**config.mk**
```make
export PLATFORM = sky130hd
export DESIGN_NAME = dmacc_top
export DESIGN_NICKNAME = d
export VERILOG_FILES = /design/src/dmacc_pkg.sv /design/src/dmacc_skid_buffer.sv /design/src/dmacc_top.sv
export SDC_FILE = /design/constraint.sdc
export NUM_CORES = 2
export LEC_CHECK = 0
export BUFFER_PORTS_ARGS = -buffer_cell sky130_fd_sc_hd__buf_2
export CAP_MARGIN = 20
export CELL_PAD_IN_SITES_DETAIL_PLACEMENT = 2
export CELL_PAD_IN_SITES_GLOBAL_PLACEMENT = 2
export CORE_ASPECT_RATIO = 0.6
export CORE_UTILIZATION = 45
export DETAILED_ROUTE_END_ITERATION = 6
export GPL_TIMING_DRIVEN = 0
export PLACE_DENSITY = 0.95
export REMOVE_ABC_BUFFERS = 1
export SETUP_SLACK_MARGIN = 0.05
export SLEW_MARGIN = 10
export SYNTH_ARGS = -nofsm -noshare
export SYNTH_HDL_FRONTEND = slang
export SYNTH_SLANG_ARGS = --single-unit
```
**constraint.sdc**
```tcl
create_clock -name mclk -period 11.41 [get_ports mclk]
set_input_delay 3.423 -clock mclk [delete_from_list [all_inputs] [get_ports mclk]]
set_output_delay 3.423 -clock mclk [all_outputs]
set_load 0.05 [all_outputs]
```
**src/dmacc_pkg.sv**
```systemverilog
// shared constants, register map and types of the dma channel controller
package dmacc_pkg;

  localparam int DMACC_DATA_W = 32;
  localparam int DMACC_LEN_W = 16;
  localparam int DMACC_PRIO_W = 3;
  localparam int DMACC_WIDTH_W = 2;
  localparam int DMACC_CH_SHIFT = 5;

  // per-channel register offsets inside a channel's window
  localparam logic [DMACC_CH_SHIFT-1:0] OFS_A_START = 5'h00;
  localparam logic [DMACC_CH_SHIFT-1:0] OFS_B_START = 5'h04;
  localparam logic [DMACC_CH_SHIFT-1:0] OFS_ITEM_LENGTH = 5'h08;
  localparam logic [DMACC_CH_SHIFT-1:0] OFS_CHANNEL_CONTROL = 5'h0c;
  localparam logic [DMACC_CH_SHIFT-1:0] OFS_ITEM_INDEX = 5'h10;
  localparam logic [DMACC_CH_SHIFT-1:0] OFS_REQUEST_SOURCE_SELECT = 5'h14;

  // channel_control field positions
  localparam int CTRL_ON_BIT = 0;
  localparam int CTRL_WIDTH_LSB = 1;
  localparam int CTRL_TRIG_BIT = 3;
  localparam int CTRL_B_SIDE_INCREMENT_BIT = 4;
  localparam int CTRL_A_SIDE_INCREMENT_BIT = 5;
  localparam int CTRL_CIRC_BIT = 6;
  localparam int CTRL_PRIO_LSB = 7;

  // transfer_width codes
  localparam logic [DMACC_WIDTH_W-1:0] WIDTH_BYTE = 2'h0;
  localparam logic [DMACC_WIDTH_W-1:0] WIDTH_HALF = 2'h1;
  localparam logic [DMACC_WIDTH_W-1:0] WIDTH_WORD = 2'h2;
  localparam logic [DMACC_WIDTH_W-1:0] WIDTH_RSVD = 2'h3;

  localparam logic [DMACC_DATA_W-1:0] STEP_BYTE = 32'h00000001;
  localparam logic [DMACC_DATA_W-1:0] STEP_HALF = 32'h00000002;
  localparam logic [DMACC_DATA_W-1:0] STEP_WORD = 32'h00000004;
  localparam logic [DMACC_DATA_W-1:0] STEP_NONE = 32'h00000000;

  // reset values and the item index increment
  localparam logic [DMACC_DATA_W-1:0] RST_ADDR = 32'h00000000;
  localparam logic [DMACC_DATA_W-1:0] RST_DATA = 32'h00000000;
  localparam logic [DMACC_LEN_W-1:0] RST_LEN = 16'h0000;
  localparam logic [DMACC_LEN_W-1:0] IDX_ONE = 16'h0001;
  localparam logic [DMACC_PRIO_W-1:0] RST_PRIO = 3'h0;
  localparam logic [DMACC_WIDTH_W-1:0] RST_WIDTH = 2'h0;

  typedef enum logic [1:0] {ENG_IDLE, ENG_READ, ENG_RDATA, ENG_WRITE} dmacc_eng_type;

  function automatic logic [DMACC_DATA_W-1:0] dmaccStep(input logic [DMACC_WIDTH_W-1:0] w);
    logic [DMACC_DATA_W-1:0] s;
    s = STEP_NONE;
    if (w == WIDTH_BYTE) begin
      s = STEP_BYTE;
    end else if (w == WIDTH_HALF) begin
      s = STEP_HALF;
    end else if (w == WIDTH_WORD) begin
      s = STEP_WORD;
    end
    return s;
  endfunction

endpackage

```
**src/dmacc_skid_buffer.sv**
```systemverilog
// small valid/ready buffer between bus read data and the write side
`timescale 1ns/10ps
module dmacc_skid_buffer #(
  parameter int WIDTH = 32,
  parameter int DEPTH = 2
) (
  input wire logic mclk,
  input wire logic rstn,
  input wire logic inValid,
  output logic inReady,
  input wire logic [WIDTH-1:0] inData,
  output logic outValid,
  input wire logic outReady,
  output logic [WIDTH-1:0] outData
);
  localparam int PTR_W = $clog2(DEPTH);
  localparam int CNT_W = $clog2(DEPTH + 1);
  localparam logic [PTR_W-1:0] PTR_LAST = PTR_W'(DEPTH - 1);
  localparam logic [CNT_W-1:0] CNT_FULL = CNT_W'(DEPTH);

  logic [WIDTH-1:0] mem [DEPTH];
  logic [PTR_W-1:0] wrPtr_q;
  logic [PTR_W-1:0] rdPtr_q;
  logic [CNT_W-1:0] count_q;
  logic [CNT_W-1:0] count_d;
  logic ready_q;
  wire push = inValid & ready_q;
  wire pop = outValid & outReady;

  assign count_d = count_q + CNT_W'(push) - CNT_W'(pop);
  assign inReady = ready_q;
  assign outValid = (count_q != '0);
  assign outData = mem[rdPtr_q];

  // ready is registered so the source sees a clean flop; full is honest
  always_ff @(posedge mclk or negedge rstn) begin
    if (!rstn) begin
      wrPtr_q <= '0;
      rdPtr_q <= '0;
      count_q <= '0;
      ready_q <= 1'b0;
    end else begin
      count_q <= count_d;
      ready_q <= (count_d != CNT_FULL);
      if (push) begin
        wrPtr_q <= (wrPtr_q == PTR_LAST) ? '0 : wrPtr_q + PTR_W'(1);
      end
      if (pop) begin
        rdPtr_q <= (rdPtr_q == PTR_LAST) ? '0 : rdPtr_q + PTR_W'(1);
      end
    end
  end

  always_ff @(posedge mclk) begin
    if (push) begin
      mem[wrPtr_q] <= inData;
    end
  end

endmodule

```
**src/dmacc_top.sv**
```systemverilog
// multi-channel dma controller: channel registers, arbiter and copy engine
//
// Notes on behaviour
// - among active requesting channels the one with the largest 3-bit priority wins the bus, 000 lowest, 111 highest.
// - on equal priority the lower-numbered channel wins.
// - without wraparound the channel stops after its item count and clears its own enable bit.
// - with wraparound on a request-triggered channel, enable stays set and each run restarts from index zero.
// - with the B-side increment bit set the B address steps by the width's byte size, otherwise it stays fixed.
// - without request trigger an enabled channel runs at once, with it only while its selected peripheral requests.
// - width code 00 is one byte, 01 two bytes, 10 four bytes, 11 reserved.
// - a channel whose enable bit reads 0 is inactive and holds its state; writing 1 starts it.
// - clearing enable mid-transfer finishes the current read-write cycle first, and re-enabling is refused until stopped.
// - a length value of N moves N+1 items.
// - a read-only index counts items moved and clears at each new start and each wraparound restart.
//
// Register access over Avalon-MM and the register offsets are this design's own decisions.
`timescale 1ns/10ps
module dmacc_top
  import dmacc_pkg::*;
#(
  parameter int NCH = 4,
  parameter int NREQ = 8,
  parameter int BUF_DEPTH = 2,
  localparam int CH_W = $clog2(NCH),
  localparam int SEL_W = $clog2(NREQ),
  localparam int ADDR_W = DMACC_CH_SHIFT + CH_W
) (
  input wire logic mclk,
  input wire logic rstn,
  input wire logic [ADDR_W-1:0] avsAddress,
  input wire logic avsRead,
  input wire logic avsWrite,
  input wire logic [DMACC_DATA_W-1:0] avsWritedata,
  input wire logic [3:0] avsByteenable,
  output logic [DMACC_DATA_W-1:0] avsReaddata,
  output logic avsWaitrequest,
  input wire logic [NREQ-1:0] periphReq,
  output logic memCmdValid,
  output logic memCmdWrite,
  output logic [DMACC_DATA_W-1:0] memAddr,
  output logic [DMACC_WIDTH_W-1:0] memSize,
  output logic [DMACC_DATA_W-1:0] memWdata,
  input wire logic memCmdReady,
  input wire logic memRdValid,
  output logic memRdReady,
  input wire logic [DMACC_DATA_W-1:0] memRdData
);

  // channel state
  logic [DMACC_DATA_W-1:0] aStart_q [NCH];
  logic [DMACC_DATA_W-1:0] bStart_q [NCH];
  logic [DMACC_DATA_W-1:0] aCur_q [NCH];
  logic [DMACC_DATA_W-1:0] bCur_q [NCH];
  logic [DMACC_LEN_W-1:0] len_q [NCH];
  logic [DMACC_LEN_W-1:0] idx_q [NCH];
  logic [DMACC_PRIO_W-1:0] prio_q [NCH];
  logic [DMACC_WIDTH_W-1:0] width_q [NCH];
  logic [SEL_W-1:0] reqSel_q [NCH];
  logic [NCH-1:0] on_q;
  logic [NCH-1:0] stopPend_q;
  logic [NCH-1:0] circ_q;
  logic [NCH-1:0] a_side_increment_q;
  logic [NCH-1:0] b_side_increment_q;
  logic [NCH-1:0] trig_q;

  // peripheral request synchroniser
  logic [NREQ-1:0] reqMeta_q;
  logic [NREQ-1:0] reqSync_q;

  // bus slave
  logic waitReq_q;
  logic [DMACC_DATA_W-1:0] readData_q;
  logic [DMACC_DATA_W-1:0] regRead;
  logic [DMACC_DATA_W-1:0] beMask;
  logic [DMACC_DATA_W-1:0] wVal;
  wire [CH_W-1:0] selCh = avsAddress[ADDR_W-1:DMACC_CH_SHIFT];
  wire [DMACC_CH_SHIFT-1:0] selOfs = avsAddress[DMACC_CH_SHIFT-1:0];
  wire busWrite = avsWrite & ~waitReq_q;
  wire busReadTake = avsRead & waitReq_q;

  // engine
  dmacc_eng_type state_q;
  logic [CH_W-1:0] cur_q;
  logic memCmdValid_q;
  logic memCmdWrite_q;
  logic [DMACC_DATA_W-1:0] memAddr_q;
  logic [DMACC_WIDTH_W-1:0] memSize_q;
  logic [DMACC_DATA_W-1:0] memWdata_q;
  logic [NCH-1:0] chReq;
  logic winFound;
  logic [CH_W-1:0] winIdx;
  logic [DMACC_PRIO_W-1:0] winPrio;
  logic bufOutValid;
  logic [DMACC_DATA_W-1:0] bufOutData;
  wire bufPop = (state_q == ENG_RDATA) & bufOutValid;
  wire wrDone = (state_q == ENG_WRITE) & memCmdReady;
  wire lastItem = (idx_q[cur_q] == len_q[cur_q]);
  wire wrapRun = circ_q[cur_q] & trig_q[cur_q];
  // a channel granted in this very cycle is already busy, so a clear must wait for its write
  wire engBusy = (state_q != ENG_IDLE) | winFound;
  wire [CH_W-1:0] busyCh = (state_q == ENG_IDLE) ? winIdx : cur_q;

  assign avsReaddata = readData_q;
  assign avsWaitrequest = waitReq_q;
  assign memCmdValid = memCmdValid_q;
  assign memCmdWrite = memCmdWrite_q;
  assign memAddr = memAddr_q;
  assign memSize = memSize_q;
  assign memWdata = memWdata_q;

  assign beMask = {{8{avsByteenable[3]}}, {8{avsByteenable[2]}}, {8{avsByteenable[1]}}, {8{avsByteenable[0]}}};
  assign wVal = (regRead & ~beMask) | (avsWritedata & beMask);

  // read mux; unmapped offsets read zero
  always_comb begin
    regRead = RST_DATA;
    if (selOfs == OFS_A_START) begin
      regRead = aStart_q[selCh];
    end else if (selOfs == OFS_B_START) begin
      regRead = bStart_q[selCh];
    end else if (selOfs == OFS_ITEM_LENGTH) begin
      regRead = DMACC_DATA_W'(len_q[selCh]);
    end else if (selOfs == OFS_CHANNEL_CONTROL) begin
      regRead = DMACC_DATA_W'({prio_q[selCh], circ_q[selCh], a_side_increment_q[selCh], b_side_increment_q[selCh],
                               trig_q[selCh], width_q[selCh], on_q[selCh]});
    end else if (selOfs == OFS_ITEM_INDEX) begin
      regRead = DMACC_DATA_W'(idx_q[selCh]);
    end else if (selOfs == OFS_REQUEST_SOURCE_SELECT) begin
      regRead = DMACC_DATA_W'(reqSel_q[selCh]);
    end
  end

  // a channel asks for the bus only when on, not stopping and width legal
  always_comb begin
    for (int i = 0; i < NCH; i++) begin
      chReq[i] = on_q[i] & ~stopPend_q[i] & (width_q[i] != WIDTH_RSVD)
                 & (~trig_q[i] | reqSync_q[reqSel_q[i]]);
    end
  end

  // ascending scan with strict compare keeps the lower channel on ties
  always_comb begin
    winFound = 1'b0;
    winIdx = '0;
    winPrio = RST_PRIO;
    for (int i = 0; i < NCH; i++) begin
      if (chReq[i] && (!winFound || prio_q[i] > winPrio)) begin
        winFound = 1'b1;
        winIdx = CH_W'(i);
        winPrio = prio_q[i];
      end
    end
  end

  always_ff @(posedge mclk or negedge rstn) begin
    if (!rstn) begin
      reqMeta_q <= '0;
      reqSync_q <= '0;
    end else begin
      reqMeta_q <= periphReq;
      reqSync_q <= reqMeta_q;
    end
  end

  // one-cycle waitrequest low answers every access
  always_ff @(posedge mclk or negedge rstn) begin
    if (!rstn) begin
      waitReq_q <= 1'b1;
      readData_q <= RST_DATA;
    end else begin
      waitReq_q <= ~((avsRead | avsWrite) & waitReq_q);
      if (busReadTake) begin
        readData_q <= regRead;
      end
    end
  end

  // channel registers
  always_ff @(posedge mclk or negedge rstn) begin
    if (!rstn) begin
      for (int i = 0; i < NCH; i++) begin
        aStart_q[i] <= RST_ADDR;
        bStart_q[i] <= RST_ADDR;
        aCur_q[i] <= RST_ADDR;
        bCur_q[i] <= RST_ADDR;
        len_q[i] <= RST_LEN;
        idx_q[i] <= RST_LEN;
        prio_q[i] <= RST_PRIO;
        width_q[i] <= RST_WIDTH;
        reqSel_q[i] <= '0;
      end
      on_q <= '0;
      stopPend_q <= '0;
      circ_q <= '0;
      a_side_increment_q <= '0;
      b_side_increment_q <= '0;
      trig_q <= '0;
    end else begin
      for (int i = 0; i < NCH; i++) begin
        if (busWrite && selCh == CH_W'(i)) begin
          if (selOfs == OFS_A_START) begin
            aStart_q[i] <= wVal;
          end else if (selOfs == OFS_B_START) begin
            bStart_q[i] <= wVal;
          end else if (selOfs == OFS_ITEM_LENGTH) begin
            len_q[i] <= wVal[DMACC_LEN_W-1:0];
          end else if (selOfs == OFS_REQUEST_SOURCE_SELECT) begin
            reqSel_q[i] <= wVal[SEL_W-1:0];
          end else if (selOfs == OFS_CHANNEL_CONTROL) begin
            prio_q[i] <= wVal[CTRL_PRIO_LSB +: DMACC_PRIO_W];
            circ_q[i] <= wVal[CTRL_CIRC_BIT];
            a_side_increment_q[i] <= wVal[CTRL_A_SIDE_INCREMENT_BIT];
            b_side_increment_q[i] <= wVal[CTRL_B_SIDE_INCREMENT_BIT];
            trig_q[i] <= wVal[CTRL_TRIG_BIT];
            width_q[i] <= wVal[CTRL_WIDTH_LSB +: DMACC_WIDTH_W];
            if (wVal[CTRL_ON_BIT]) begin
              // a 1 while still on or stopping leaves enable, index and current addresses unchanged
              if (!on_q[i]) begin
                on_q[i] <= 1'b1;
                idx_q[i] <= RST_LEN;
                aCur_q[i] <= aStart_q[i];
                bCur_q[i] <= bStart_q[i];
              end
            end else if (on_q[i]) begin
              if (engBusy && busyCh == CH_W'(i)) begin
                stopPend_q[i] <= 1'b1;
              end else begin
                on_q[i] <= 1'b0;
              end
            end
          end
        end
        // item finished: a same-cycle software clear also stops the channel here
        if (wrDone && cur_q == CH_W'(i)) begin
          aCur_q[i] <= aCur_q[i] + (a_side_increment_q[i] ? dmaccStep(width_q[i]) : STEP_NONE);
          bCur_q[i] <= bCur_q[i] + (b_side_increment_q[i] ? dmaccStep(width_q[i]) : STEP_NONE);
          idx_q[i] <= idx_q[i] + IDX_ONE;
          if (lastItem && wrapRun) begin
            idx_q[i] <= RST_LEN;
            aCur_q[i] <= aStart_q[i];
            bCur_q[i] <= bStart_q[i];
          end
          if ((lastItem && !wrapRun) || stopPend_q[i] ||
              (busWrite && selCh == CH_W'(i) && selOfs == OFS_CHANNEL_CONTROL && !wVal[CTRL_ON_BIT])) begin
            on_q[i] <= 1'b0;
            stopPend_q[i] <= 1'b0;
          end
        end
      end
    end
  end

  // copy engine: read A, park data in the buffer, write B
  always_ff @(posedge mclk or negedge rstn) begin
    if (!rstn) begin
      state_q <= ENG_IDLE;
      cur_q <= '0;
      memCmdValid_q <= 1'b0;
      memCmdWrite_q <= 1'b0;
      memAddr_q <= RST_ADDR;
      memSize_q <= RST_WIDTH;
      memWdata_q <= RST_DATA;
    end else begin
      case (state_q)
        ENG_IDLE: begin
          if (winFound) begin
            cur_q <= winIdx;
            memCmdValid_q <= 1'b1;
            memCmdWrite_q <= 1'b0;
            memAddr_q <= aCur_q[winIdx];
            memSize_q <= width_q[winIdx];
            state_q <= ENG_READ;
          end
        end
        ENG_READ: begin
          if (memCmdReady) begin
            memCmdValid_q <= 1'b0;
            state_q <= ENG_RDATA;
          end
        end
        ENG_RDATA: begin
          if (bufOutValid) begin
            memCmdValid_q <= 1'b1;
            memCmdWrite_q <= 1'b1;
            memAddr_q <= bCur_q[cur_q];
            memWdata_q <= bufOutData;
            state_q <= ENG_WRITE;
          end
        end
        ENG_WRITE: begin
          // a stop request for the busy channel is only honoured here, after the write lands
          if (memCmdReady) begin
            memCmdValid_q <= 1'b0;
            memCmdWrite_q <= 1'b0;
            state_q <= ENG_IDLE;
          end
        end
        default: begin
          state_q <= ENG_IDLE;
        end
      endcase
    end
  end

  dmacc_skid_buffer #(
    .WIDTH(DMACC_DATA_W),
    .DEPTH(BUF_DEPTH)
  ) readBuffer (
    .mclk(mclk),
    .rstn(rstn),
    .inValid(memRdValid),
    .inReady(memRdReady),
    .inData(memRdData),
    .outValid(bufOutValid),
    .outReady(bufPop),
    .outData(bufOutData)
  );

endmodule

```
==> flow_summary.yaml, run 1 <==
outcome:
  status: "aborted with a tool error"
  lastStage: "global routing (5_1_grt)"
  error: "[ERROR GRT-0232] Routing congestion too high. Check the congestion heatmap in the GUI."
clock_tree:
  cts_buffers: 90
  htreeDepth: 3
  clock-sinks: 886
  postCtsSetupRepairBufs: 0
  ctsRootBufferMaster: "clkbuf_16"
  cts_buffer_depth: 3
  hold_buffers: 0
  postCtsResizedCells: 0
synthesis:
  synthArstFlopShare: 0.928
  synthCells: 4730
  ys_ff_latch: 886
  synthesis.area_um2: 48600
  synth_flop_cell: "dfrtp_1"
  synth_cell_types: 85
  synth_enable_flop_cells: 64
  ys_seq_area_frac: 0.462
  ys_warn_count: 0
  synth.avg_cell_area_um2: 10.3
placed_design:
  place.gp.congestion: 0.894
  dp_hpwl_um: 182000
  place_area_um2: 52500
  numPortBuffers: 190
floorplan:
  fp.dieW_um: 426
  row_count: 92
  ios: 191
  start_util: 0.459
  die_h_um: 257
global_routing:
  grt_max_degree: 103
  antenna_found_initial: 82
  grt_usage: 0.840
  overflow: 231
==> metrics by stage <==
step / hold WS, ns / util / worst slack [ns] / std cells
floorplan: 0.331 / - / 0.164 / 4354
global placement: 0.335 / 0.470 / -11.73 / 5954
detailed placement: 0.341 / 0.495 / 2.82 / 6068
CTS: 0.348 / 0.525 / 2.89 / 6235
==> kinds of logic after synthesis <==
logic type / count (synthesis) / synth area share
xor+xnor: 41 / 0.00738
buf+inv: 486 / 0.0402
mux: 502 / 0.156
fa+ha+maj: 52 / 0.0146
compound gates: 944 / 0.131
flops: 886 / 0.462
simple gates: 1819 / 0.189
==> synthesized netlist by cell type (all sizes together), types with 14 or more instances <==
cell type | count | area [um2]
a211oi | 22 | 165
a21o | 16 | 120
a21oi | 221 | 1110
a221o | 42 | 420
a22oi | 30 | 225
a31oi | 54 | 344
a32o | 33 | 330
and2 | 21 | 131
and3 | 101 | 632
and4 | 20 | 175
buf | 112 | 549
clkbuf | 264 | 992
dfrtp | 821 | 20500
edfxtp | 64 | 1920
ha | 44 | 551
inv | 110 | 413
mux2 | 246 | 2770
mux2i | 77 | 771
mux4 | 179 | 4030
nand2 | 592 | 2220
nand2b | 70 | 438
nand3 | 302 | 1510
nand4 | 161 | 1010
nand4b | 29 | 254
nor2 | 223 | 837
nor3 | 77 | 390
nor3b | 14 | 105
nor4 | 59 | 369
o211ai | 38 | 285
o21ai | 269 | 1350
o22a | 31 | 272
o311a | 33 | 330
or3 | 16 | 100
or4 | 74 | 556
xnor2 | 32 | 280
==> per-layer routing <==
| metal | GRT usage | GRT overflow |
|---|---|---|
| met5 | 0.576 | 1 |
| met4 | 0.801 | 110 |
| met1 | 0.844 | 11 |
| met3 | 0.784 | 13 |
| met2 | 0.922 | 96 |
==> run 2, diff against run 1 <==
--- a/config.mk
+++ b/config.mk
@@ -7,15 +7,11 @@
 export LEC_CHECK = 0
 export BUFFER_PORTS_ARGS = -buffer_cell sky130_fd_sc_hd__buf_2
 export CAP_MARGIN = 20
-export CELL_PAD_IN_SITES_DETAIL_PLACEMENT = 2
-export CELL_PAD_IN_SITES_GLOBAL_PLACEMENT = 2
-export CORE_ASPECT_RATIO = 0.6
-export CORE_UTILIZATION = 45
+export CORE_UTILIZATION = 30
 export DETAILED_ROUTE_END_ITERATION = 6
 export GPL_TIMING_DRIVEN = 0
-export PLACE_DENSITY = 0.95
+export PLACE_DENSITY_LB_ADDON = 0.15
 export REMOVE_ABC_BUFFERS = 1
-export SETUP_SLACK_MARGIN = 0.05
 export SLEW_MARGIN = 10
 export SYNTH_ARGS = -nofsm -noshare
 export SYNTH_HDL_FRONTEND = slang
==> flow_summary.yaml, run 2 <==
critical_path:
  critPathMaxFanout: 28
  crit_type: "in -> reg"
  cp.arrival_ns: 8.84
  cp-start-kind: "primary input"
  cp.required_ns: 12.07
  critPathCaptureType: "flip-flop"
drt:
  wl_met3_um: 12100
  highest_layer: "met4"
  dr.pass1.iters: 6
  met1_length_um: 89300
  dr_wl_met2_um: 91500
  finalWirelength_um: 201000
  drt_iter0_drc: 3849
  viasPerCell: 5.82
  ant_nets: 0
  routedWlPerCell_um: 28.6
  drc_errors: 0
  vias: 41000
flow_run:
  cap_violations: 0
pwr:
  power.leakage_uw: 0.0240
  peakVddDrop_mv: 0.177
  power.density_nw_per_um2: 211
floorplan:
  start_util: 0.303
  row_count: 147
  die_h_um: 405
  core_area_um2: 161000
  fp.dieW_um: 405
  ios: 191
  die_area_um2: 164000
synthesis:
  yosysTopAreaCellShare: 0.422
  synth_flop_cell: "dfrtp_1"
  synthCells: 4730
  yosys-top-cells-count: "821 x dfrtp_1, 592 x nand2_1, 302 x nand3_1"
  synth_enable_flop_cells: 64
  synthesis.area_um2: 48600
  ys_warn_count: 0
  ys_seq_area_frac: 0.462
  synth_most_common_cell: "dfrtp_1"
  yosysTopAreaCell: "dfrtp_1"
  synth.avg_cell_area_um2: 10.3
  synth_cell_types: 85
  ys_ff_latch: 886
  synthArstFlopShare: 0.928
  synthTopCellsByArea: "dfrtp_1 42%, mux4_2 8.3%, mux2_2 5.7%"
finish:
  multi_input_area_um2: 24600
  syn_to_final_growth_pct: 18.3
  layout_common_cells: "818 x dfrtp_1, 582 x nand2_1, 301 x nand3_1, 256 x o21ai_0, 246 x mux2_2"
  final_util: 0.358
  mostFrequentLayoutCell: "dfrtp_1"
  layout-drive-gt1-share: 0.208
  register_area_um2: 22500
  fillCellCount: 16100
  nNetsFinal: 4933
timing:
  drv_slew: 0
  skew_ns: 0.0354
  grt_setup_unrepaired: "no"
  slew-limit-headroom: 0.201
  period_minus_slack_ns: 8.18
  fmax_mhz: 122
  finalWorstSetupSlack_ns: 3.23
  setup_violations: 0
  setup_tns_ns: 0
  hold_violations: 0
  timing.final.crit_share: 0.717
  worstMarginPinSlew_ns: 1.20
global_routing:
  antenna_found_initial: 6
  grt_usage: 0.244
  grt_max_degree: 133
  grt_pass1_vias: 40000
  grt_first_pass_wirelength_um: 293000
  overflow: 0
clock_tree:
  ctsRootBufferMaster: "clkbuf_16"
  postCtsSetupRepairBufs: 0
  cts_buffers: 106
  worst_skew_pair.late_latency_ns: 0.75
  clock-sinks: 886
  postCtsResizedCells: 0
  htreeDepth: 3
  cts_buffer_depth: 3
  clk_pin_slew_ns: 0.06
  hold_buffers: 0
  cts_tree: "done"
placed_design:
  numPortBuffers: 190
  dp_hpwl_um: 142000
  pre_cts_ws_ns: 2.62
  place.gp.congestion: 0.840
min_path:
  min_path_type: "reg -> reg"
outcome:
  status: "complete, no violations"
-- run 2: cells by family (layout without fill, tap and decap cells) --
group | count (synthesis) | in the layout | synth area share
muxes | 502 | 502 | 0.156
and+or+nand+nor | 1819 | 1819 | 0.189
DFF | 886 | 886 | 0.462
other | 0 | 2 | 0
buffers and inverters | 486 | 642 | 0.0402
xor gates and xnor gates | 41 | 41 | 0.00738
adders and majority gates | 52 | 52 | 0.0146
AOI/OAI and AO/OA | 944 | 944 | 0.131
-- run 2: where the power goes --
part	total, uW	switching (uW)	internal [uW]
Sequential	4350	631	3720
Clock	3480	1500	1980
Combinational	4310	2750	1560
Total	12100	4880	7250
-- run 2: per-layer routing --
layer	GRT usage	vias to the layer above
li1	-	17900
met1	0.342	21200
met2	0.380	1538
met3	0.0336	309
met4	0.0949	0
met5	0	-
-- run 2: cell type report --
class / instances / area share
Sequential cell: 886 / 0.391
Clock inverter: 38 / 0.00611
Multi-Input combinational cell: 3358 / 0.428
Inverter: 110 / 0.00718
Clock buffer: 164 / 0.0549
Tap cell: 2160 / 0.0470
Timing Repair Buffer: 330 / 0.0654
Antenna cell: 2 / 0.0000870
-- run 2: final timing paths --
kind / from / to / slack, ns / depth (start not counted)
worst min-delay path: reqMeta_q[1] / reqSync_q[1] / 0.35 / 0
max in group asynchronous: rstn / readBuffer.rdPtr_q / 6.82 / 4
worst min register to register: reqMeta_q[1] / reqSync_q[1] / 0.35 / 0
min in group asynchronous: rstn / bStart_q[31] / 2.62 / 1
worst max-delay path: avsAddress[2] / aCur_q[30] / 3.23 / 11
worst max register to register: reqSel_q[9] / memAddr[29] / 3.72 / 28
-- run 2: through the flow --
stage	instances	power [uW]	hold WS, ns	cell area, um2
finish	7048	12100	0.347	57500
global route	7046	12600	0.352	57500
CTS	7043	12200	0.348	57500
detailed placement	6841	8680	0.335	54000
global placement	6704	8340	0.339	50800
floorplan	4354	6610	0.331	47100
-- run 2: critical path, cell delays in order --
cell	delay [ns]
buf_2	0.68
inv_2	0.43
buf_12	0.31
nor2_2	0.74
a221o_1	0.36
o21a_1	0.86
a31oi_4	0.54
buf_16	0.32
buf_16	0.17
nor2_1	0.62
a221o_1	0.27
Power figures use the tool's default switching activity.
